### config.mk
export PLATFORM = sky130hd
export DESIGN_NAME = bws_bar_window_setup
export DESIGN_NICKNAME = d
export VERILOG_FILES = /design/src/bws_pkg.sv /design/src/bws_bar_window_setup.sv
export SDC_FILE = /design/constraint.sdc
export NUM_CORES = 1
export LEC_CHECK = 0
export BUFFER_PORTS_ARGS = -buffer_cell sky130_fd_sc_hd__buf_2
export CORE_MARGIN = 3
export CORE_UTILIZATION = 47
export DETAILED_ROUTE_END_ITERATION = 10
export PLACE_DENSITY = 0.89
export SYNTH_ARGS = -nofsm -noshare
export SYNTH_HDL_FRONTEND = slang
export SYNTH_SLANG_ARGS = --single-unit
### constraint.sdc
create_clock -name i_core_clk -period 1.7 [get_ports i_core_clk]
set_input_delay 0.17 -clock i_core_clk [delete_from_list [all_inputs] [get_ports i_core_clk]]
set_output_delay 0.17 -clock i_core_clk [all_outputs]
set_load 0.005 [all_outputs]
### src/bws_pkg.sv
// Package for the base address window setup register bank
`default_nettype none
package bws_pkg;
  localparam logic [7:0] BWS_OFS_SETUP = 8'h00;
  localparam logic [7:0] BWS_OFS_BAR_LO = 8'h04;
  localparam logic [7:0] BWS_OFS_BAR_HI = 8'h08;
  localparam int BWS_SPACE_POS = 0;
  localparam int BWS_TYPE_POS = 1;
  localparam int BWS_PREF_POS = 3;
  localparam int BWS_SIZE_POS = 4;
  localparam int BWS_EN_POS = 31;
  localparam int BWS_BASE_ADDRESS_FIELD_LSB = 4;
  localparam int BWS_BASE_ADDRESS_FIELD_W = 60;
  localparam logic [5:0] BWS_SIZE_MIN = 6'h04;
  localparam logic [5:0] BWS_SIZE_RST = 6'h00;
  localparam logic [1:0] BWS_TYPE_ADDR64 = 2'h2;
  localparam logic [1:0] BWS_TYPE_RST = 2'h0;
  localparam logic BWS_SPACE_IO = 1'b1;
  localparam int BWS_ADDR32_TOP = 32;
  localparam logic [59:0] BWS_BASE_ADDRESS_FIELD_RST = 60'h0;
  localparam logic [31:0] BWS_RDATA_RST = 32'h0;

  typedef enum logic [1:0] {
    BWS_IDLE = 2'b00,
    BWS_ACK = 2'b01
  } bws_bus_st_t;

  typedef struct packed {
    logic en;
    logic [5:0] size;
    logic pref;
    logic [1:0] addr_type;
    logic space;
  } bws_setup_t;

  typedef struct packed {
    logic read;
    logic write;
    logic [7:0] address;
    logic [31:0] writedata;
    logic [3:0] byteenable;
  } bws_avm_req_t;

  typedef struct packed {
    bws_bus_st_t st;
    logic [31:0] rdata;
    bws_setup_t setup;
    logic [59:0] base_address_field;
  } bws_state_t;

  localparam bws_setup_t BWS_SETUP_RST = '{en: 1'b0, size: BWS_SIZE_RST, pref: 1'b0,
                                           addr_type: BWS_TYPE_RST, space: 1'b0};
endpackage
`default_nettype wire

### src/bws_bar_window_setup.sv
// Window size and enable register bank with Avalon-MM slave
//
// The register addresses and register access over Avalon-MM were chosen for this implementation.
`default_nettype none
// What this block does
// A six-bit size field sets the window to two to the power of its value in bytes.
// Size zero means the whole addressable space; every base address bit below the addressing width is writable.
// Base address field bit zero stands for bus address bit four, upward in order.
// For size four or more, base bits inside the window read zero and ignore writes.
// A nonzero size below four makes the whole base field read-only zero.
// Software keeps memory windows at least 128 bytes and I/O windows 16 to 256 bytes.
// For I/O or 32-bit memory windows, address bits above 32 are ignored.
// The top setup bit enables the window; when clear the base register reads zero.
// Size and enable survive fundamental and hot resets and clear only on power-on reset.
// Space select picks I/O decoding when set; type code two picks 64-bit memory.
// Reserved setup bits between size and enable read zero and drop writes.
module bws_bar_window_setup
  import bws_pkg::*;
(
  input wire logic i_core_clk,
  input wire logic i_srst,
  input wire logic i_ce,
  input wire logic i_fund_rst,
  input wire logic i_hot_rst,
  input wire bws_avm_req_t i_avm,
  output logic [31:0] o_readdata,
  output logic o_waitrequest,
  output logic o_win_active,
  output logic o_win_io,
  output logic o_win_is64,
  output logic [63:0] o_win_base,
  output logic [63:0] o_win_mask
);
  bws_state_t s_q;
  bws_state_t s_d;
  logic [59:0] wmask;
  logic [59:0] base_address_field_eff;
  logic is64;
  logic [1:0] type_eff;
  logic [31:0] setup_rd;
  logic [31:0] lo_rd;
  logic [31:0] hi_rd;
  logic unused_rst;

  // Writable base bits for a given size and addressing width
  function automatic logic [59:0] fn_wmask(input logic [5:0] size, input logic wide);
    logic [59:0] m;
    logic [6:0] a;
    m = '0;
    for (int i = 0; i < BWS_BASE_ADDRESS_FIELD_W; i++) begin
      a = 7'(i + BWS_BASE_ADDRESS_FIELD_LSB);
      if (size == 6'h00) begin
        m[i] = 1'b1;
      end else if (size >= BWS_SIZE_MIN && a >= {1'b0, size}) begin
        m[i] = 1'b1;
      end else begin
        m[i] = 1'b0;
      end
      if (!wide && a >= 7'(BWS_ADDR32_TOP)) begin
        m[i] = 1'b0;
      end
    end
    return m;
  endfunction

  function automatic logic [31:0] fn_merge(input logic [31:0] old, input logic [31:0] wd,
                                           input logic [3:0] be);
    logic [31:0] r;
    r = old;
    for (int b = 0; b < 4; b++) begin
      if (be[b]) begin
        r[8*b +: 8] = wd[8*b +: 8];
      end
    end
    return r;
  endfunction

  // Fundamental and hot resets deliberately leave this bank alone
  assign unused_rst = i_fund_rst ^ i_hot_rst;

  always_comb begin
    is64 = (s_q.setup.space != BWS_SPACE_IO) && (s_q.setup.addr_type == BWS_TYPE_ADDR64);
    type_eff = (s_q.setup.space == BWS_SPACE_IO) ? 2'h0 : s_q.setup.addr_type;
    wmask = fn_wmask(s_q.setup.size, is64);
    base_address_field_eff = s_q.base_address_field & wmask;
    setup_rd = '0;
    setup_rd[BWS_EN_POS] = s_q.setup.en;
    setup_rd[BWS_SIZE_POS +: 6] = s_q.setup.size;
    setup_rd[BWS_PREF_POS] = s_q.setup.pref;
    setup_rd[BWS_TYPE_POS +: 2] = type_eff;
    setup_rd[BWS_SPACE_POS] = s_q.setup.space;
    lo_rd = '0;
    hi_rd = '0;
    if (s_q.setup.en) begin
      lo_rd = {base_address_field_eff[27:0], s_q.setup.pref, type_eff, s_q.setup.space};
      hi_rd = is64 ? base_address_field_eff[59:28] : 32'h0;
    end else begin
      lo_rd = 32'h0;
      hi_rd = 32'h0;
    end
  end

  always_comb begin
    logic [31:0] nw;
    nw = '0;
    s_d = s_q;
    case (s_q.st)
      BWS_IDLE: begin
        if (i_avm.read || i_avm.write) begin
          s_d.st = BWS_ACK;
          if (i_avm.read) begin
            case (i_avm.address)
              BWS_OFS_SETUP: s_d.rdata = setup_rd;
              BWS_OFS_BAR_LO: s_d.rdata = lo_rd;
              BWS_OFS_BAR_HI: s_d.rdata = hi_rd;
              default: s_d.rdata = 32'h0;
            endcase
          end
        end
      end
      BWS_ACK: begin
        s_d.st = BWS_IDLE;
        // Write lands only at the edge the master sees waitrequest low
        if (i_avm.write) begin
          case (i_avm.address)
              BWS_OFS_SETUP: begin
                nw = fn_merge(setup_rd, i_avm.writedata, i_avm.byteenable);
                s_d.setup.en = nw[BWS_EN_POS];
                s_d.setup.size = nw[BWS_SIZE_POS +: 6];
                s_d.setup.pref = nw[BWS_PREF_POS];
                s_d.setup.addr_type = nw[BWS_TYPE_POS +: 2];
                s_d.setup.space = nw[BWS_SPACE_POS];
              end
              BWS_OFS_BAR_LO: begin
                nw = fn_merge({base_address_field_eff[27:0], 4'h0}, i_avm.writedata, i_avm.byteenable);
                s_d.base_address_field[27:0] = nw[31:4] & wmask[27:0];
              end
              BWS_OFS_BAR_HI: begin
                nw = fn_merge(base_address_field_eff[59:28], i_avm.writedata, i_avm.byteenable);
                s_d.base_address_field[59:28] = nw & wmask[59:28];
              end
              default: begin
                nw = '0;
              end
            endcase
        end
      end
      default: begin
        s_d.st = BWS_IDLE;
      end
    endcase
  end

  // Only the power-on style reset clears the bank
  always_ff @(posedge i_core_clk) begin
    if (i_srst) begin
      s_q.st <= BWS_IDLE;
      s_q.rdata <= BWS_RDATA_RST;
      s_q.setup <= BWS_SETUP_RST;
      s_q.base_address_field <= BWS_BASE_ADDRESS_FIELD_RST;
    end else if (i_ce) begin
      s_q <= s_d;
    end
  end

  // One wait cycle per access; a read answer leaves the register file stable, a write lands on the answer edge
  // Frozen clock enable must also stall the master, else a write would be lost
  assign o_waitrequest = (i_avm.read || i_avm.write) && (s_q.st != BWS_ACK || !i_ce);
  assign o_readdata = s_q.rdata;
  assign o_win_active = s_q.setup.en && (wmask != '0 || s_q.setup.size == 6'h00);
  assign o_win_io = s_q.setup.space;
  assign o_win_is64 = is64;
  assign o_win_base = {base_address_field_eff, 4'h0};
  assign o_win_mask = {wmask, 4'h0};

  property p_rsvd_zero;
    @(posedge i_core_clk) disable iff (i_srst)
      (s_q.st == BWS_ACK && $past(i_avm.read) && $past(i_avm.address) == BWS_OFS_SETUP)
      |-> o_readdata[30:10] == 21'h0;
  endproperty
  a_rsvd_zero: assert property (p_rsvd_zero) else $error("reserved setup bits not zero");

  property p_disabled_zero;
    @(posedge i_core_clk) disable iff (i_srst)
      !s_q.setup.en |-> (lo_rd == 32'h0 && hi_rd == 32'h0);
  endproperty
  a_disabled_zero: assert property (p_disabled_zero) else $error("disabled bar reads nonzero");

  property p_small_size;
    @(posedge i_core_clk) disable iff (i_srst)
      (s_q.setup.size != 6'h00 && s_q.setup.size < BWS_SIZE_MIN) |-> o_win_base == 64'h0;
  endproperty
  a_small_size: assert property (p_small_size) else $error("undersized window has base bits");

  property p_size0_full;
    @(posedge i_core_clk) disable iff (i_srst)
      (s_q.setup.size == 6'h00 && is64) |-> wmask == {60{1'b1}};
  endproperty
  a_size0_full: assert property (p_size0_full) else $error("size zero not fully writable");

  property p_inside_zero;
    @(posedge i_core_clk) disable iff (i_srst)
      (s_q.setup.size >= BWS_SIZE_MIN) |-> ((o_win_base & ((64'h1 << s_q.setup.size) - 64'h1))
                                            == 64'h0);
  endproperty
  a_inside_zero: assert property (p_inside_zero) else $error("bits inside window not zero");

  property p_size_bit;
    @(posedge i_core_clk) disable iff (i_srst)
      (s_q.setup.size >= BWS_SIZE_MIN && {1'b0, s_q.setup.size} < 7'(BWS_ADDR32_TOP))
      |-> o_win_mask[s_q.setup.size] && !o_win_mask[s_q.setup.size - 6'h1];
  endproperty
  a_size_bit: assert property (p_size_bit) else $error("window size boundary wrong");

  property p_trunc32;
    @(posedge i_core_clk) disable iff (i_srst)
      !is64 |-> o_win_base[63:32] == 32'h0 && o_win_mask[63:32] == 32'h0;
  endproperty
  a_trunc32: assert property (p_trunc32) else $error("32-bit window uses upper bits");

  property p_is64;
    @(posedge i_core_clk) disable iff (i_srst)
      o_win_is64 |-> (!o_win_io && s_q.setup.addr_type == BWS_TYPE_ADDR64);
  endproperty
  a_is64: assert property (p_is64) else $error("64-bit decode without type code");

  property p_keep_hot;
    @(posedge i_core_clk) disable iff (i_srst)
      (i_fund_rst || i_hot_rst) && !(i_avm.write && s_q.st == BWS_ACK)
      |=> $stable(s_q.setup);
  endproperty
  a_keep_hot: assert property (p_keep_hot) else $error("setup lost on hot reset");

  property p_wait_bound;
    @(posedge i_core_clk) disable iff (i_srst)
      (o_waitrequest && i_ce) |=> (!o_waitrequest || !i_ce);
  endproperty
  a_wait_bound: assert property (p_wait_bound) else $error("waitrequest held too long");

  property p_wait_first;
    @(posedge i_core_clk) disable iff (i_srst)
      (s_q.st == BWS_IDLE && (i_avm.read || i_avm.write)) |-> o_waitrequest;
  endproperty
  a_wait_first: assert property (p_wait_first) else $error("request answered without wait");

  property p_ack_low;
    @(posedge i_core_clk) disable iff (i_srst)
      (s_q.st == BWS_ACK && i_ce && (i_avm.read || i_avm.write)) |-> !o_waitrequest;
  endproperty
  a_ack_low: assert property (p_ack_low) else $error("waitrequest high in answer cycle");

  property p_ce_freeze;
    @(posedge i_core_clk) disable iff (i_srst)
      !i_ce |=> $stable(s_q);
  endproperty
  a_ce_freeze: assert property (p_ce_freeze) else $error("state moved with clock enable low");

  property p_rdata_hold;
    @(posedge i_core_clk) disable iff (i_srst)
      (s_q.st == BWS_ACK || !i_avm.read || !i_ce) |=> $stable(o_readdata);
  endproperty
  a_rdata_hold: assert property (p_rdata_hold) else $error("read data changed untaken");

  property p_setup_size_wr;
    @(posedge i_core_clk) disable iff (i_srst)
      (s_q.st == BWS_ACK && i_ce && i_avm.write && i_avm.address == BWS_OFS_SETUP &&
       i_avm.byteenable == 4'hF) |=> s_q.setup.size == $past(i_avm.writedata[9:4]);
  endproperty
  a_setup_size_wr: assert property (p_setup_size_wr) else $error("size write lost");

  property p_setup_en_wr;
    @(posedge i_core_clk) disable iff (i_srst)
      (s_q.st == BWS_ACK && i_ce && i_avm.write && i_avm.address == BWS_OFS_SETUP &&
       i_avm.byteenable == 4'hF) |=> s_q.setup.en == $past(i_avm.writedata[31]);
  endproperty
  a_setup_en_wr: assert property (p_setup_en_wr) else $error("enable write lost");

  property p_io_type;
    @(posedge i_core_clk) disable iff (i_srst)
      (s_q.setup.space == BWS_SPACE_IO) |-> setup_rd[2:1] == 2'h0;
  endproperty
  a_io_type: assert property (p_io_type) else $error("io window reports a type");

  property p_lo_nibble;
    @(posedge i_core_clk) disable iff (i_srst)
      s_q.setup.en |-> lo_rd[3:0] == {s_q.setup.pref, type_eff, s_q.setup.space};
  endproperty
  a_lo_nibble: assert property (p_lo_nibble) else $error("bar low nibble wrong");

  property p_hi_zero32;
    @(posedge i_core_clk) disable iff (i_srst)
      !is64 |-> hi_rd == 32'h0;
  endproperty
  a_hi_zero32: assert property (p_hi_zero32) else $error("32-bit window high half set");

  property p_small_off;
    @(posedge i_core_clk) disable iff (i_srst)
      (s_q.setup.size != 6'h00 && s_q.setup.size < BWS_SIZE_MIN) |-> !o_win_active;
  endproperty
  a_small_off: assert property (p_small_off) else $error("undersized window active");

  property p_base_nibble;
    @(posedge i_core_clk) disable iff (i_srst)
      o_win_base[3:0] == 4'h0 && o_win_mask[3:0] == 4'h0;
  endproperty
  a_base_nibble: assert property (p_base_nibble) else $error("base below bit four set");
endmodule
`default_nettype wire

==> impl.org, run 1 <==
** Placement
- Final weighted congestion in routability-driven placement :: 1.06
- DP Wirelength :: 20400 um
- Port buffering added 204 buffers.

** Clock tree
- The tree built by TritonCTS fans out to 104 sinks.
- Inserted Clock Buffers :: 9
- Max Root-Sink Buffers :: 2
- Number of hold buffers added after cts :: 0
- CTS H-tree depth :: 3
- Buffer type at the clock tree root :: sky130_fd_sc_hd__clkbuf_16

** Yosys
- Netlist area before placement :: 6510 um2
- The cell count after synthesis came out at 879.
- The number of different library cells used by synthesis comes to 74.
- Sequential-to-total area share from yosys stat :: 0.320
- A synthesized cell averages 7.40 um2.
- Yosys reg bits :: 104
- The most used flip-flop cell after synthesis is sky130_fd_sc_hd__dfxtp_1.
- The Yosys step of the flow raised 0 warnings.
- In the synthesized netlist the async set-or-reset flop fraction comes to 0.
- Yosys mapped a number of flops with a built-in enable equal to 0.

** Outcome
- The run stopped with a tool error.
- Error that ended the run :: [ERROR GRT-0232] Routing congestion too high. Check the congestion heatmap in the GUI.
- Fail Step :: global routing (5_1_grt)

** Global route
- For this run the aggregate overflow at the end of global routing stands at 86.
- Pin count of the biggest net entering global routing :: 41
- Total global routing track utilization :: 0.814

** Floorplanning
- Initial standard-cell utilization of the core :: 0.486
- Row Count :: 42
- Measured along the y axis, the die boundary spans 124 um.
- Number of primary I/O pins :: 215
- Floorplan die width :: 124 um

** STA
- After the last repair the worst path ends at a top-level output.
- The global-route repair_timing pass left the worst setup endpoint at o_win_base[41].
-- routing by layer --
metal / track usage / overflow
met1: 0.811 / 1
met2: 0.926 / 31
met3: 0.725 / 3
met4: 0.829 / 51
met5: 0.313 / 0
-- timing repair --
item,CTS
setup endpoints to repair,197
gates cloned,7
pin swaps,115
setup buffers,83
resized for setup,369
-- Yosys cell counts, types with 20 or more instances --
cell,number,area [um2]
sky130_fd_sc_hd__nor2_1,89,334
sky130_fd_sc_hd__nand2_1,77,289
sky130_fd_sc_hd__a31oi_1,30,188
sky130_fd_sc_hd__and2_1,44,275
sky130_fd_sc_hd__o21ai_0,43,215
sky130_fd_sc_hd__clkbuf_1,37,139
sky130_fd_sc_hd__buf_4,41,308
sky130_fd_sc_hd__nor3_1,24,120
sky130_fd_sc_hd__nand4_1,56,350
sky130_fd_sc_hd__nand3_1,37,185
sky130_fd_sc_hd__buf_2,20,100
sky130_fd_sc_hd__a21oi_1,74,370
sky130_fd_sc_hd__dfxtp_1,104,2080
-- through the flow --
stage	std cells	setup slack, ns	util	area (um2)	hold slack, ns
global placement	1340	-0.236	0.644	8630	0.410
CTS	1440	-0.393	0.837	11200	0.0463
floorplan	886	-0.0400	-	6610	0.304
detailed placement	1340	-0.280	0.644	8630	0.415
-- kinds of logic after synthesis --
| family | count (synthesis) | synth area share |
|---|---|---|
| AND/OR/NAND/NOR | 407 | 0.334 |
| flip-flops | 104 | 0.320 |
| XOR/XNOR | 1 | 0.00135 |
| multiplexers | 7 | 0.0110 |
| other | 1 | 0.000576 |
| AO/OA/AOI/OAI | 235 | 0.230 |
| adder cells (fa/ha/maj) | 1 | 0.00154 |
| buffers and inverters | 123 | 0.102 |
==> run 2, diff against run 1 <==
CORE_UTILIZATION = 35   (was 47)
PLACE_DENSITY = unset   (was 0.89)
PLACE_DENSITY_LB_ADDON = 0.15   (was unset)
clock period = 2.21 ns   (was 1.7 ns; I/O delays follow)
==> run 2 against run 1 <==
Compared with the run above: the run now ends clean; synthesized cell count unchanged; synthesized area unchanged.
==> impl.org, run 2 <==
** Outcome
- Result of the run: complete, no violations (was aborted with a tool error).

** Yosys
- The library cell with the largest summed area after synthesis is sky130_fd_sc_hd__dfxtp_1 (unchanged).
- Leading register cell type out of synthesis :: sky130_fd_sc_hd__dfxtp_1 (unchanged)
- Most instantiated cells after synthesis :: sky130_fd_sc_hd__dfxtp_1 (104), sky130_fd_sc_hd__nor2_1 (89), sky130_fd_sc_hd__nand2_1 (77) (unchanged)
- The cell area after technology mapping was 6510 um2 (unchanged).
- Yosys reg bits :: 104 (unchanged)
- The synthesized instance count is 879 (unchanged).
- Synth cell types :: 74 (unchanged)
- Main area contributors after synthesis: sky130_fd_sc_hd__dfxtp_1 (32%), sky130_fd_sc_hd__a21oi_1 (5.7%), sky130_fd_sc_hd__nand4_1 (5.4%), sky130_fd_sc_hd__nor2_1 (5.1%), sky130_fd_sc_hd__buf_4 (4.7%) (unchanged).
- Share of flip-flops with an asynchronous set or reset after synthesis :: 0 (unchanged)
- The number of warnings reported in the yosys synthesis log came to 0 (unchanged).
- The share of Yosys cell area claimed by the top area cell type is 0.320 (unchanged).
- The count of flip-flops with a built-in enable after synthesis was 0 (unchanged).
- Most numerous cell in the Yosys netlist :: sky130_fd_sc_hd__dfxtp_1 (unchanged)
- The part of the Yosys area used for sequential elements was 0.320 (unchanged).
- The average cell area after synthesis was 7.40 um2 (unchanged).

** Clock tree
- The number of clock buffers inserted by TritonCTS is 9 (unchanged).
- Buffer type at the clock tree root :: sky130_fd_sc_hd__clkbuf_16 (unchanged)
- TritonCTS clock tree :: built
- Max Root-Sink Buffers :: 2 (unchanged)
- The clock reaches the later pin of the worst-skew pair after 0.37 ns.
- The CTS sink count came to 104 (unchanged).
- The total of hold buffers inserted after clock tree synthesis came to 0 (unchanged).
- Clock transition time at the flip-flop clock pins of the worst setup and hold paths :: 0.07 ns
- CTS H-tree depth :: 3 (unchanged)

** Layout
- Number of fill cells in the layout :: 1842
- Layout cells sized above 1 :: 0.368
- In the final layout, the multi-input gates occupy 4070 um2.
- Post-layout instance count excluding filler cells :: 1326
- Commonest cells after routing, fill and taps aside :: sky130_fd_sc_hd__buf_2 (203), sky130_fd_sc_hd__dfxtp_1 (96), sky130_fd_sc_hd__buf_4 (83)
- Summing all flip-flop and latch instances after layout gives 2100 um2.
- The library cell used most frequently in the layout, excluding fill and tap cells, is sky130_fd_sc_hd__buf_2.
- Diodes inserted :: 0
- Top reg by flops :: s_q
- After the last flow step, the layout net total stands at 1143.
- The area growth from synthesis to layout is 34.9%.
- At the end of the flow the core is filled with cells to 0.485.
- The register with the most flip-flops in the layout has 71 of them.
- Once layout is done, the placed cells without fillers occupy 8780 um2.

** Power and ir drop
- VDD sags by at most 0.347 mV.
- Static leakage :: 0.00360 uW
- Clock group share of total power :: 0.472
- Of the total power, combinational logic draws 0.059.
- Switch share :: 0.239
- Internal :: 3040 uW
- Of the total power, registers draw 0.469.
- Dividing total power by cell area gives a power density of 454 nW/um2.
- Summed over all nets, the switching power comes to 953 uW.

** Placement
- Setup slack after placement :: 0.0403 ns (was -0.280 ns)
- Placed insts :: 1290 (was 1340)
- Port Buffer Count :: 204 (unchanged)
- DP Wirelength :: 20300 um (was 20400 um)
- The placed standard-cell area is 7890 um2 (was 8630 um2).
- The final RePlAce weighted congestion is 0.896 (was 1.06).

** Global route
- Pin count of the biggest net entering global routing :: 37
- Number of antenna violations at the first check in global routing :: 0
- First-pass GRT wire length :: 41300 um
- GRT Residual Overflow :: 0
- Across every metal layer, demand over resource in global routing totals 0.260.
- The number of global-route vias before repair is 7021.

** Job
- Max-cap violations in this run came to 0.

** Floorplanning
- The number of standard-cell rows in the floorplan came to 49 (was 42).
- The floorplan step defined a die boundary enclosing 20300 um2.
- The total area inside the core boundary comes to 18100 um2.
- The die span in x came to 142 um (was 124 um).
- The floorplan die height came to 142 um (was 124 um).
- The I/O pin count came to 215 (unchanged).
- The initial core utilization was 0.360 (was 0.486).

** Detailed routing
- Total Wirelength :: 27600 um
- Number of vias in the routed layout :: 7724
- The first TritonRoute pass finished after 5 iterations.
- The detailed router finished its first iteration with 821 violations.
- Residual antenna-violating net count after detailed routing :: 0
- After detailed routing, the average wire length per cell comes to 20.8 um.
- DRC violations left :: 0
- Via/cell ratio :: 5.83

** Critical path
- In this run the worst path has a maximum fanout of 22.
- Critical path class :: flop to primary output
- On the worst path, the slowest cell contributes a delay of 0.41 ns.
- Among all stages on the critical path, the largest delay is contributed by sky130_fd_sc_hd__or3b_4.
- WP data required :: 1.99 ns
- STA puts the critical path data arrival time at 1.99 ns.
- Measured in cells, the most critical reg-to-reg path has a length of 8.
- The critical path goes through or3b_4 > a21o_4 > buf_12 > buf_4 > nor2_2 > buf_2.
- Startpoint kind of the worst setup timing path :: flop
- Endpoint class of the critical path :: primary output

** STA
- The worst path needs 2.21 ns of the cycle, external delays included.
- Slew Viols, Final :: 0
- Final worst slack :: 0.000557 ns
- Worst-case clock skew :: 0.00833 ns
- In this run the tightest slew margin relative to its limit is 0.475.
- Number of failing setup endpoints in the final timing report :: 0
- Share of the cycle needed by the critical path after routing :: 1.00
- FMAX :: 453 MHz
- Setup repair after global routing could not meet its margin everywhere.
- Slew of the pin with the lowest slew margin :: 0.785 ns
- Final Hold Vio Count :: 0

** Worst hold path
- Along the worst hold path, the cell count comes to 2.
- The min-delay analysis places its worst path in the category input pin to flop.
-- run 2: cell counts after synthesis --
No cell type changed its count.
-- run 2: critical path: cells and delay by family (launching register included) --
kind	cells	cell delay (ns)
compound gates	1	0.25
buf+inv	3	0.49
flops	1	0.33
simple gates	2	0.55
-- run 2: power by group through the flow --
| stage | Combinational (uW) | Sequential [uW] | Clock [uW] |
|---|---|---|---|
| floorplan | 114 | 1920 | 0 |
| global placement | 229 | 1920 | 0 |
| detailed placement | 229 | 1920 | 0 |
| CTS | 229 | 1870 | 1900 |
| global route | 249 | 1870 | 1970 |
| finish | 234 | 1870 | 1880 |
-- run 2: cell families after synthesis --
logic type,share of synthesized area
and+or+nand+nor,0.334
xor gates and xnor gates,0.00135
buffers and inverters,0.102
other,0.000576
muxes,0.0110
AOI/OAI and AO/OA,0.230
DFF,0.320
adders and majority gates,0.00154
-- run 2: per-stage QoR --
stage                     hold slack [ns]  TNS [ns]  power, uW
final                               0.100         0       3990
after global routing                0.109    -0.671       4090
after CTS                          0.0910   -0.0219       4000
after detailed placement            0.441         0       2150
after global placement              0.436   -0.0151       2150
after floorplan                     0.355         0       2030
-- run 2: metal layers --
layer,vias to the layer above,part of all wire,global-route usage
met5,-,0,0
met4,0,0.028,0.0895
met3,52,0.091,0.0628
met2,408,0.46,0.406
met1,3661,0.42,0.353
li1,3603,-,-
-- run 2: final cells by class --
| cell class | instances | share of cell area |
|---|---|---|
| Sequential cell | 104 | 0.239 |
| Multi-Input combinational cell | 659 | 0.463 |
| Tap cell | 229 | 0.0326 |
| Clock buffer | 12 | 0.0304 |
| Timing Repair Buffer | 303 | 0.218 |
| Clock inverter | 4 | 0.00841 |
| Inverter | 15 | 0.00827 |
-- run 2: final timing paths --
check	start	slack [ns]	end
worst max-delay path	s_q[61]$_SDFFE_PP0P_	0.0006	o_win_mask[58]
worst max register to register	s_q[61]$_SDFFE_PP0P_	0.16	o_readdata[11]$_SDFFE_PP0P_
worst min register to register	s_q[4]$_SDFFE_PP0P_	0.45	s_q[4]$_SDFFE_PP0P_
worst min-delay path	i_avm[7]	0.1	s_q[31]$_SDFFE_PP0P_
-- run 2: timing repair --
action                                  4_1_cts  5_1_grt
endpoints found under the setup margin       94       64
resized for setup                            52       54
gates cloned                                  0        1
buffers inserted                              8       11
pin swaps                                     2        7
Note: power is estimated with default switching activity, not from simulation.
==> run 3, diff against run 2 <==
clock period = 2.55 ns   (was 2.21 ns; I/O delays follow)
==> run 3 against run 2 <==
Compared with the run above: sequential share of layout area rose by 2.2 points; cell area decreased by 9.3%; core utilization fell by 4.5 points; clock power down 28%; clock skew rose by 0.0031 ns; sequential power decreased by 13%; first-iteration DRC count rose by 6.5%; count of clock-buffer cells in the layout unchanged; die area unchanged; global-route usage decreased by 0.44 points; power down 20%; largest cell class unchanged.
==> impl.org, run 3 (synthesis results as in run 2) <==
** Outcome
- Result of the run: complete, no violations (unchanged).

** Placement
- Setup slack after placement :: 0.401 ns (was 0.0403 ns)
- The count of buffers from port buffering came to 204 (unchanged).
- DP Wirelength :: 19900 um (was 20300 um)
- Final weighted congestion in routability-driven placement :: 0.880 (was 0.896)
- The placed standard-cell area is 7640 um2 (was 7890 um2).

** STA
- Setup repair after global routing missed its margin :: no (was yes)
- Max-slew headroom at the worst pin :: 0.548 (was 0.475)
- FMAX :: 409 MHz
- The final count of negative-setup-slack endpoints came to 0 (unchanged).
- The slew at the pin closest to its max-slew limit is 0.676 ns (was 0.785 ns).
- The final number of max-transition violations came to 0 (unchanged).
- Worst-case clock skew :: 0.0114 ns (was 0.00833 ns)
- Share of the cycle needed by the critical path after routing :: 0.959
- For the finished layout, the period the worst path requires is 2.44 ns.
- The smallest hold slack was 0.141 ns (was 0.100 ns).
- The total count of hold-check failures in the final report is 0 (unchanged).
- Post-Route Setup TNS :: 0 ns (unchanged)
- The minimum setup slack in the final design is 0.105 ns (was 0.000557 ns).

** Detailed routing
- The wire length per cell was 21.1 um (was 20.8 um).
- Total Wirelength :: 27000 um (was 27600 um)
- The number of nets with antenna violations after routing is 0 (unchanged).
- The total via count in the routed design came to 7515 (was 7724).
- The remaining design rule violation count is 0 (unchanged).
- The DRC marker count from the first detailed-route iteration is 874 (was 821).
- The average vias per placed instance came to 5.88 (was 5.83).
- Detailed Routing Iterations Pass 1 :: 5 (unchanged)

** Clock tree
- The TritonCTS clock tree was built (unchanged).
- Number of sinks handled by clock tree synthesis :: 104 (unchanged)
- The maximum clock path buffer count is 2 (unchanged).
- The CTS H-tree depth came to 3 (unchanged).
- The total of hold buffers inserted after clock tree synthesis is 0 (unchanged).
- PostCTS Resize Cnt :: 0 (was 52)
- The post-CTS repair timing setup buffer count was 0 (was 8).
- Inserted Clock Buffers :: 9 (unchanged)
- The clock insertion delay at the later pin of the skew report was 0.36 ns (was 0.37 ns).
- Buffer type at the clock tree root :: sky130_fd_sc_hd__clkbuf_16 (unchanged)
- Clock transition time at the flip-flop clock pins of the worst setup and hold paths :: 0.08 ns (was 0.07 ns)

** Power and ir drop
- The internal power of the cells is 2350 uW (was 3040 uW).
- Ratio of total power to cell area :: 398 nW/um2 (was 454 nW/um2)
- The peak supply drop came to 0.344 mV (was 0.347 mV).
- Switch share :: 0.259 (was 0.239)
- Clock group share of total power :: 0.426 (was 0.472)
- The proportion of power drawn by combinational gates came to 0.062 (was 0.059).
- The sequential cell fraction of total power came to 0.512 (was 0.469).
- The switching power summed over all nets was 820 uW (was 953 uW).
- Static leakage :: 0.00326 uW (was 0.00360 uW)

** Layout
- The footprint of the flip-flops and latches is 2080 um2 (was 2100 um2).
- Multi-input gate area in the final layout :: 3840 um2 (was 4070 um2)
- The flip-flop count of the largest register after layout was 71 (unchanged).
- Commonest non-fill, non-tap cell in the layout :: sky130_fd_sc_hd__buf_2 (unchanged)
- The core utilization of the finished layout is 0.440 (was 0.485).
- Design area :: 7960 um2 (was 8780 um2)
- Diodes inserted :: 0 (unchanged)
- Commonest cells after routing, fill and taps aside: sky130_fd_sc_hd__buf_2 (204), sky130_fd_sc_hd__dfxtp_1 (103), sky130_fd_sc_hd__nor2_1 (84) (was sky130_fd_sc_hd__buf_2 (203), sky130_fd_sc_hd__dfxtp_1 (96), sky130_fd_sc_hd__buf_4 (83)).
- Layout overhead on the synthesized area :: 22.3% (was 34.9%)
- The total of fill cells in the finished design is 1922 (was 1842).
- # nets final :: 1096 (was 1143)
- Layout cells sized above 1 :: 0.291 (was 0.368)
- Top reg by flops :: s_q (unchanged)

** Critical path
- Max FO, Critical Path :: 10 (was 22)
- The path type of the worst setup path is flop to primary output (unchanged).
- The data arrival time of the worst path is 2.19 ns (was 1.99 ns).
- Startpoint kind of the worst setup timing path :: flop (unchanged)
- The endpoint type of the worst setup path is a primary output (unchanged).
- WP data required :: 2.30 ns (was 1.99 ns)

** Global route
- The global-route wire length before repair is 40300 um (was 41300 um).
- The total congestion overflow was 0 (unchanged).
- Total global routing track utilization :: 0.256 (was 0.260)
- The largest net degree at the start of global routing came to 46 (was 37).
- The number of global-route vias before repair was 6875 (was 7021).
- The number of antenna violations at the first check in global routing is 0 (unchanged).

** Floorplanning
- Row Count :: 49 (unchanged)
- Initial standard-cell utilization of the core :: 0.360 (unchanged)
- The I/O pin count is 215 (unchanged).
- Die area :: 20300 um2 (unchanged)
- Core area :: 18100 um2 (unchanged)
- The die span in x came to 142 um (unchanged).
- Die Y :: 142 um (unchanged)

** Job
- Max-cap viol count :: 0 (unchanged)

** Worst hold path
- Hold crit path type :: input pin to flop (unchanged)
## run 3: area by class of cell
cell class | instances | share of cell area
multi-input cells | 659 | 0.482
flip-flops and latches | 104 | 0.262
repair buffers | 256 | 0.179
well taps | 229 | 0.0360
clock buffers | 12 | 0.0297
inverters | 15 | 0.00739
clock inverters | 4 | 0.00393
## run 3: power by group through the flow
stage / clock network, uW / registers (uW) / logic [uW]
final: 1350 / 1620 / 196
after global routing: 1440 / 1630 / 209
after CTS: 1370 / 1630 / 193
after detailed placement: 0 / 1660 / 192
after global placement: 0 / 1660 / 193
after floorplan: 0 / 1660 / 99.1
## run 3: per-stage QoR
| stage | total power [uW] | instances |
|---|---|---|
| floorplan | 1760 | 886 |
| global placement | 1860 | 1263 |
| detailed placement | 1860 | 1263 |
| CTS | 3180 | 1279 |
| global route | 3270 | 1279 |
| finish | 3170 | 1279 |
## run 3: worst paths after layout
kind	cells after the start	slack, ns	from	end
worst max-delay path	4	0.11	s_q[65]$_SDFFE_PP0P_	o_win_base[48]
worst min-delay path	2	0.14	i_avm[4]	s_q[28]$_SDFFE_PP0P_
worst max register to register	6	0.37	o_win_io$_SDFFE_PP0P_	s_q[56]$_SDFFE_PP0P_
worst min register to register	2	0.46	o_readdata[31]$_SDFFE_PP0P_	o_readdata[31]$_SDFFE_PP0P_
## run 3: critical path, cell delays in order (launching register included)
cell	delay (ns)
sky130_fd_sc_hd__dfxtp_1	0.58
sky130_fd_sc_hd__or2_1	0.54
sky130_fd_sc_hd__o21ai_0	0.31
sky130_fd_sc_hd__and3_1	0.27
sky130_fd_sc_hd__buf_2	0.13
## run 3: layer usage
| metal | vias up | track usage | wire, um |
|---|---|---|---|
| li1 | 3511 | - | - |
| met1 | 3592 | 0.358 | 11900 |
| met2 | 365 | 0.401 | 12200 |
| met3 | 47 | 0.0467 | 2240 |
| met4 | 0 | 0.0815 | 691 |
| met5 | - | 0 | 0 |
==> run 4, diff against run 3 <==
CTS_BUF_LIST = sky130_fd_sc_hd__clkbuf_4 sky130_fd_sc_hd__clkbuf_8 sky130_fd_sc_hd__clkbuf_16   (was unset)
==> run 4 against run 3 <==
Compared with the run above: core utilization rose by 0.062 points; clock power rose by 4%; non-clock buffer count did not move; setup slack got worse by 0.0087 ns; critical endpoint is now o_win_base[61]; largest power group unchanged; highest routed layer unchanged.
==> impl.org, run 4 (synthesis results as in run 2) <==
** STA
- Share of the cycle needed by the critical path after routing :: 0.962 (was 0.959)
- The slew at the pin closest to its max-slew limit was 0.673 ns (was 0.676 ns).
- Setup repair after global routing missed its margin: no (unchanged).
- FMAX :: 408 MHz (was 409 MHz)
- The worst-case headroom to the max-slew limit is 0.550 (was 0.548).
- The worst-case clock skew came to 0.0129 ns (was 0.0114 ns).
- The smallest hold slack was 0.134 ns (was 0.141 ns).
- The total negative setup slack was 0 ns (unchanged).
- The final count of negative-setup-slack endpoints came to 0 (unchanged).
- Period minus WS final :: 2.45 ns (was 2.44 ns)
- Final Hold Vio Count :: 0 (unchanged)
- Slew Viols, Final :: 0 (unchanged)

** Placement
- The count of buffers from port buffering was 204 (unchanged).
- The final RePlAce weighted congestion came to 0.880 (unchanged).
- The total half-perimeter wirelength after legalization and detailed placement was 19900 um (unchanged).

** Clock tree
- The TritonCTS clock tree was built (unchanged).
- The maximum clock path buffer count was 2 (unchanged).
- Number of hold buffers added after cts :: 0 (unchanged)
- The number of cells upsized or downsized after cts was 0 (unchanged).
- The CTS sink count is 104 (unchanged).
- Buffer type at the clock tree root :: sky130_fd_sc_hd__clkbuf_16 (unchanged)
- Clock transition time at the flip-flop clock pins of the worst setup and hold paths :: 0.07 ns (was 0.08 ns)
- Clock latency at the later pin of the worst-skew pair :: 0.36 ns (about the same)
- The CTS H-tree depth was 3 (unchanged).
- The post-CTS repair timing setup buffer count is 0 (unchanged).
- The number of clock buffers inserted by TritonCTS came to 9 (unchanged).

** Critical path
- The cell depth of the worst flop-to-flop path came to 6 (unchanged).
- Max FO, Critical Path :: 42 (was 10)
- The data arrival time of the worst path is 2.20 ns (was 2.19 ns).
- Source of the worst register-to-register timing path :: o_win_io$_SDFFE_PP0P_ (unchanged)
- Startpoint kind of the worst setup timing path :: flop (unchanged)
- The launch point of the worst path was o_win_io$_SDFFE_PP0P_ (was s_q[65]$_SDFFE_PP0P_).
- Endpoint class of the critical path :: primary output (unchanged)
- The required time of the critical path was 2.30 ns (about the same).
- Critical path class :: flop to primary output (unchanged)

** Power and ir drop
- Maximum VDD drop :: 0.352 mV (was 0.344 mV)
- The leakage power summed over all cells was 0.00327 uW (was 0.00326 uW).
- Final total power :: 3220 uW (was 3170 uW)
- The power density normalized to cell area is 404 nW/um2 (was 398 nW/um2).

** Global route
- The total routing resource utilization after global routing came to 0.256 (unchanged).
- The largest net degree at the start of global routing is 46 (unchanged).
- Number of antenna violations at the first check in global routing :: 0 (unchanged)
- GRT Residual Overflow :: 0 (unchanged)
- The global-route wire length before repair is 40300 um (about the same).
- Number of global-route vias before repair :: 6861 (was 6875)

** Worst hold path
- Hold wc startpoint :: i_avm[4] (unchanged)
- The number of instances on the worst hold path is 2 (unchanged).
- Hold crit path type :: input pin to flop (unchanged)

** Layout
- Commonest cells after routing, fill and taps aside: sky130_fd_sc_hd__buf_2 (204), sky130_fd_sc_hd__dfxtp_1 (103), sky130_fd_sc_hd__nor2_1 (84) (unchanged).
- The number of antenna cells inserted is 0 (unchanged).
- The flip-flop count of the largest register after layout came to 71 (unchanged).
- Top reg by flops :: s_q (unchanged)
- The relative area change from synthesis to final layout came to 22.5% (was 22.3%).
- Layout cells sized above 1 :: 0.294 (was 0.291)
- The area used by multi-input combinational logic was 3840 um2 (unchanged).
- # nets final :: 1096 (unchanged)
- The most frequent standard cell in the layout excluding fill and tap cells is sky130_fd_sc_hd__buf_2 (unchanged).
- The footprint of the flip-flops and latches came to 2080 um2 (unchanged).
- Number of fill cells in the layout :: 1926 (was 1922)

** Detailed routing
- Total Wirelength :: 27100 um (was 27000 um)
- The DRC marker count from the first detailed-route iteration is 868 (was 874).
- Routed wirelength normalized by instance count :: 21.2 um (was 21.1 um)
- The remaining design rule violation count is 0 (unchanged).
- The average vias per placed instance came to 5.89 (was 5.88).
- Number of vias in the routed layout :: 7527 (was 7515)
- The number of optimization iterations in the first detailed-route pass is 6 (was 5).
- The number of nets with antenna violations after routing came to 0 (unchanged).

** Floorplanning
- The standard cell core area was 18100 um2 (unchanged).
- The number of standard-cell rows in the floorplan came to 49 (unchanged).
- The die area came to 20300 um2 (unchanged).
- The I/O pin count was 215 (unchanged).
- Die Y :: 142 um (unchanged)
- The die span in x is 142 um (unchanged).
- The initial core utilization came to 0.360 (unchanged).

** Outcome
- Result of the run :: complete, no violations (unchanged)

** Job
- The count of maximum capacitance violations was 0 (unchanged).
## run 4: power breakdown
group	switching (uW)	leakage, uW	internal, uW	total [uW]
clock	696	0.000129	700	1400
sequential	1.85	0.000838	1620	1630
combinational	137	0.00230	60.3	197
## run 4: area by class of cell
cell class / count / area share
multi-input cells: 659 / 0.482
flip-flops and latches: 104 / 0.261
repair buffers: 256 / 0.179
well taps: 229 / 0.0359
clock buffers: 12 / 0.0311
inverters: 15 / 0.00738
clock inverters: 4 / 0.00392
## run 4: path summary, 6_finish.rpt
| kind | to | slack (ns) |
|---|---|---|
| max | o_win_base[61] | 0.1 |
| min | s_q[28]$_SDFFE_PP0P_ | 0.13 |
| max reg2reg | s_q[56]$_SDFFE_PP0P_ | 0.36 |
| min reg2reg | s_q[4]$_SDFFE_PP0P_ | 0.45 |
## run 4: critical path: stages (launching register included)
cell                      delay [ns]
sky130_fd_sc_hd__dfxtp_1        0.37
sky130_fd_sc_hd__or3b_4         0.43
sky130_fd_sc_hd__a21o_2         0.29
sky130_fd_sc_hd__buf_12         0.22
sky130_fd_sc_hd__nor2_1         0.25
sky130_fd_sc_hd__and2_1         0.16
sky130_fd_sc_hd__buf_2          0.10
## run 4: through the flow
stage / instances / util / area [um2] / setup slack [ns]
floorplan: 886 / - / 6530 / 0.694
global placement: 1263 / 0.423 / 7640 / 0.413
detailed placement: 1263 / 0.423 / 7640 / 0.401
CTS: 1279 / 0.438 / 7920 / 0.00425
global route: 1279 / 0.441 / 7970 / 0.00196
finish: 1279 / 0.441 / 7970 / 0.0968
## run 4: layer usage
metal	global-route usage	wire length [um]
met2	0.400	12200
met5	0	0
met1	0.358	12000
met3	0.0467	2190
met4	0.0810	681
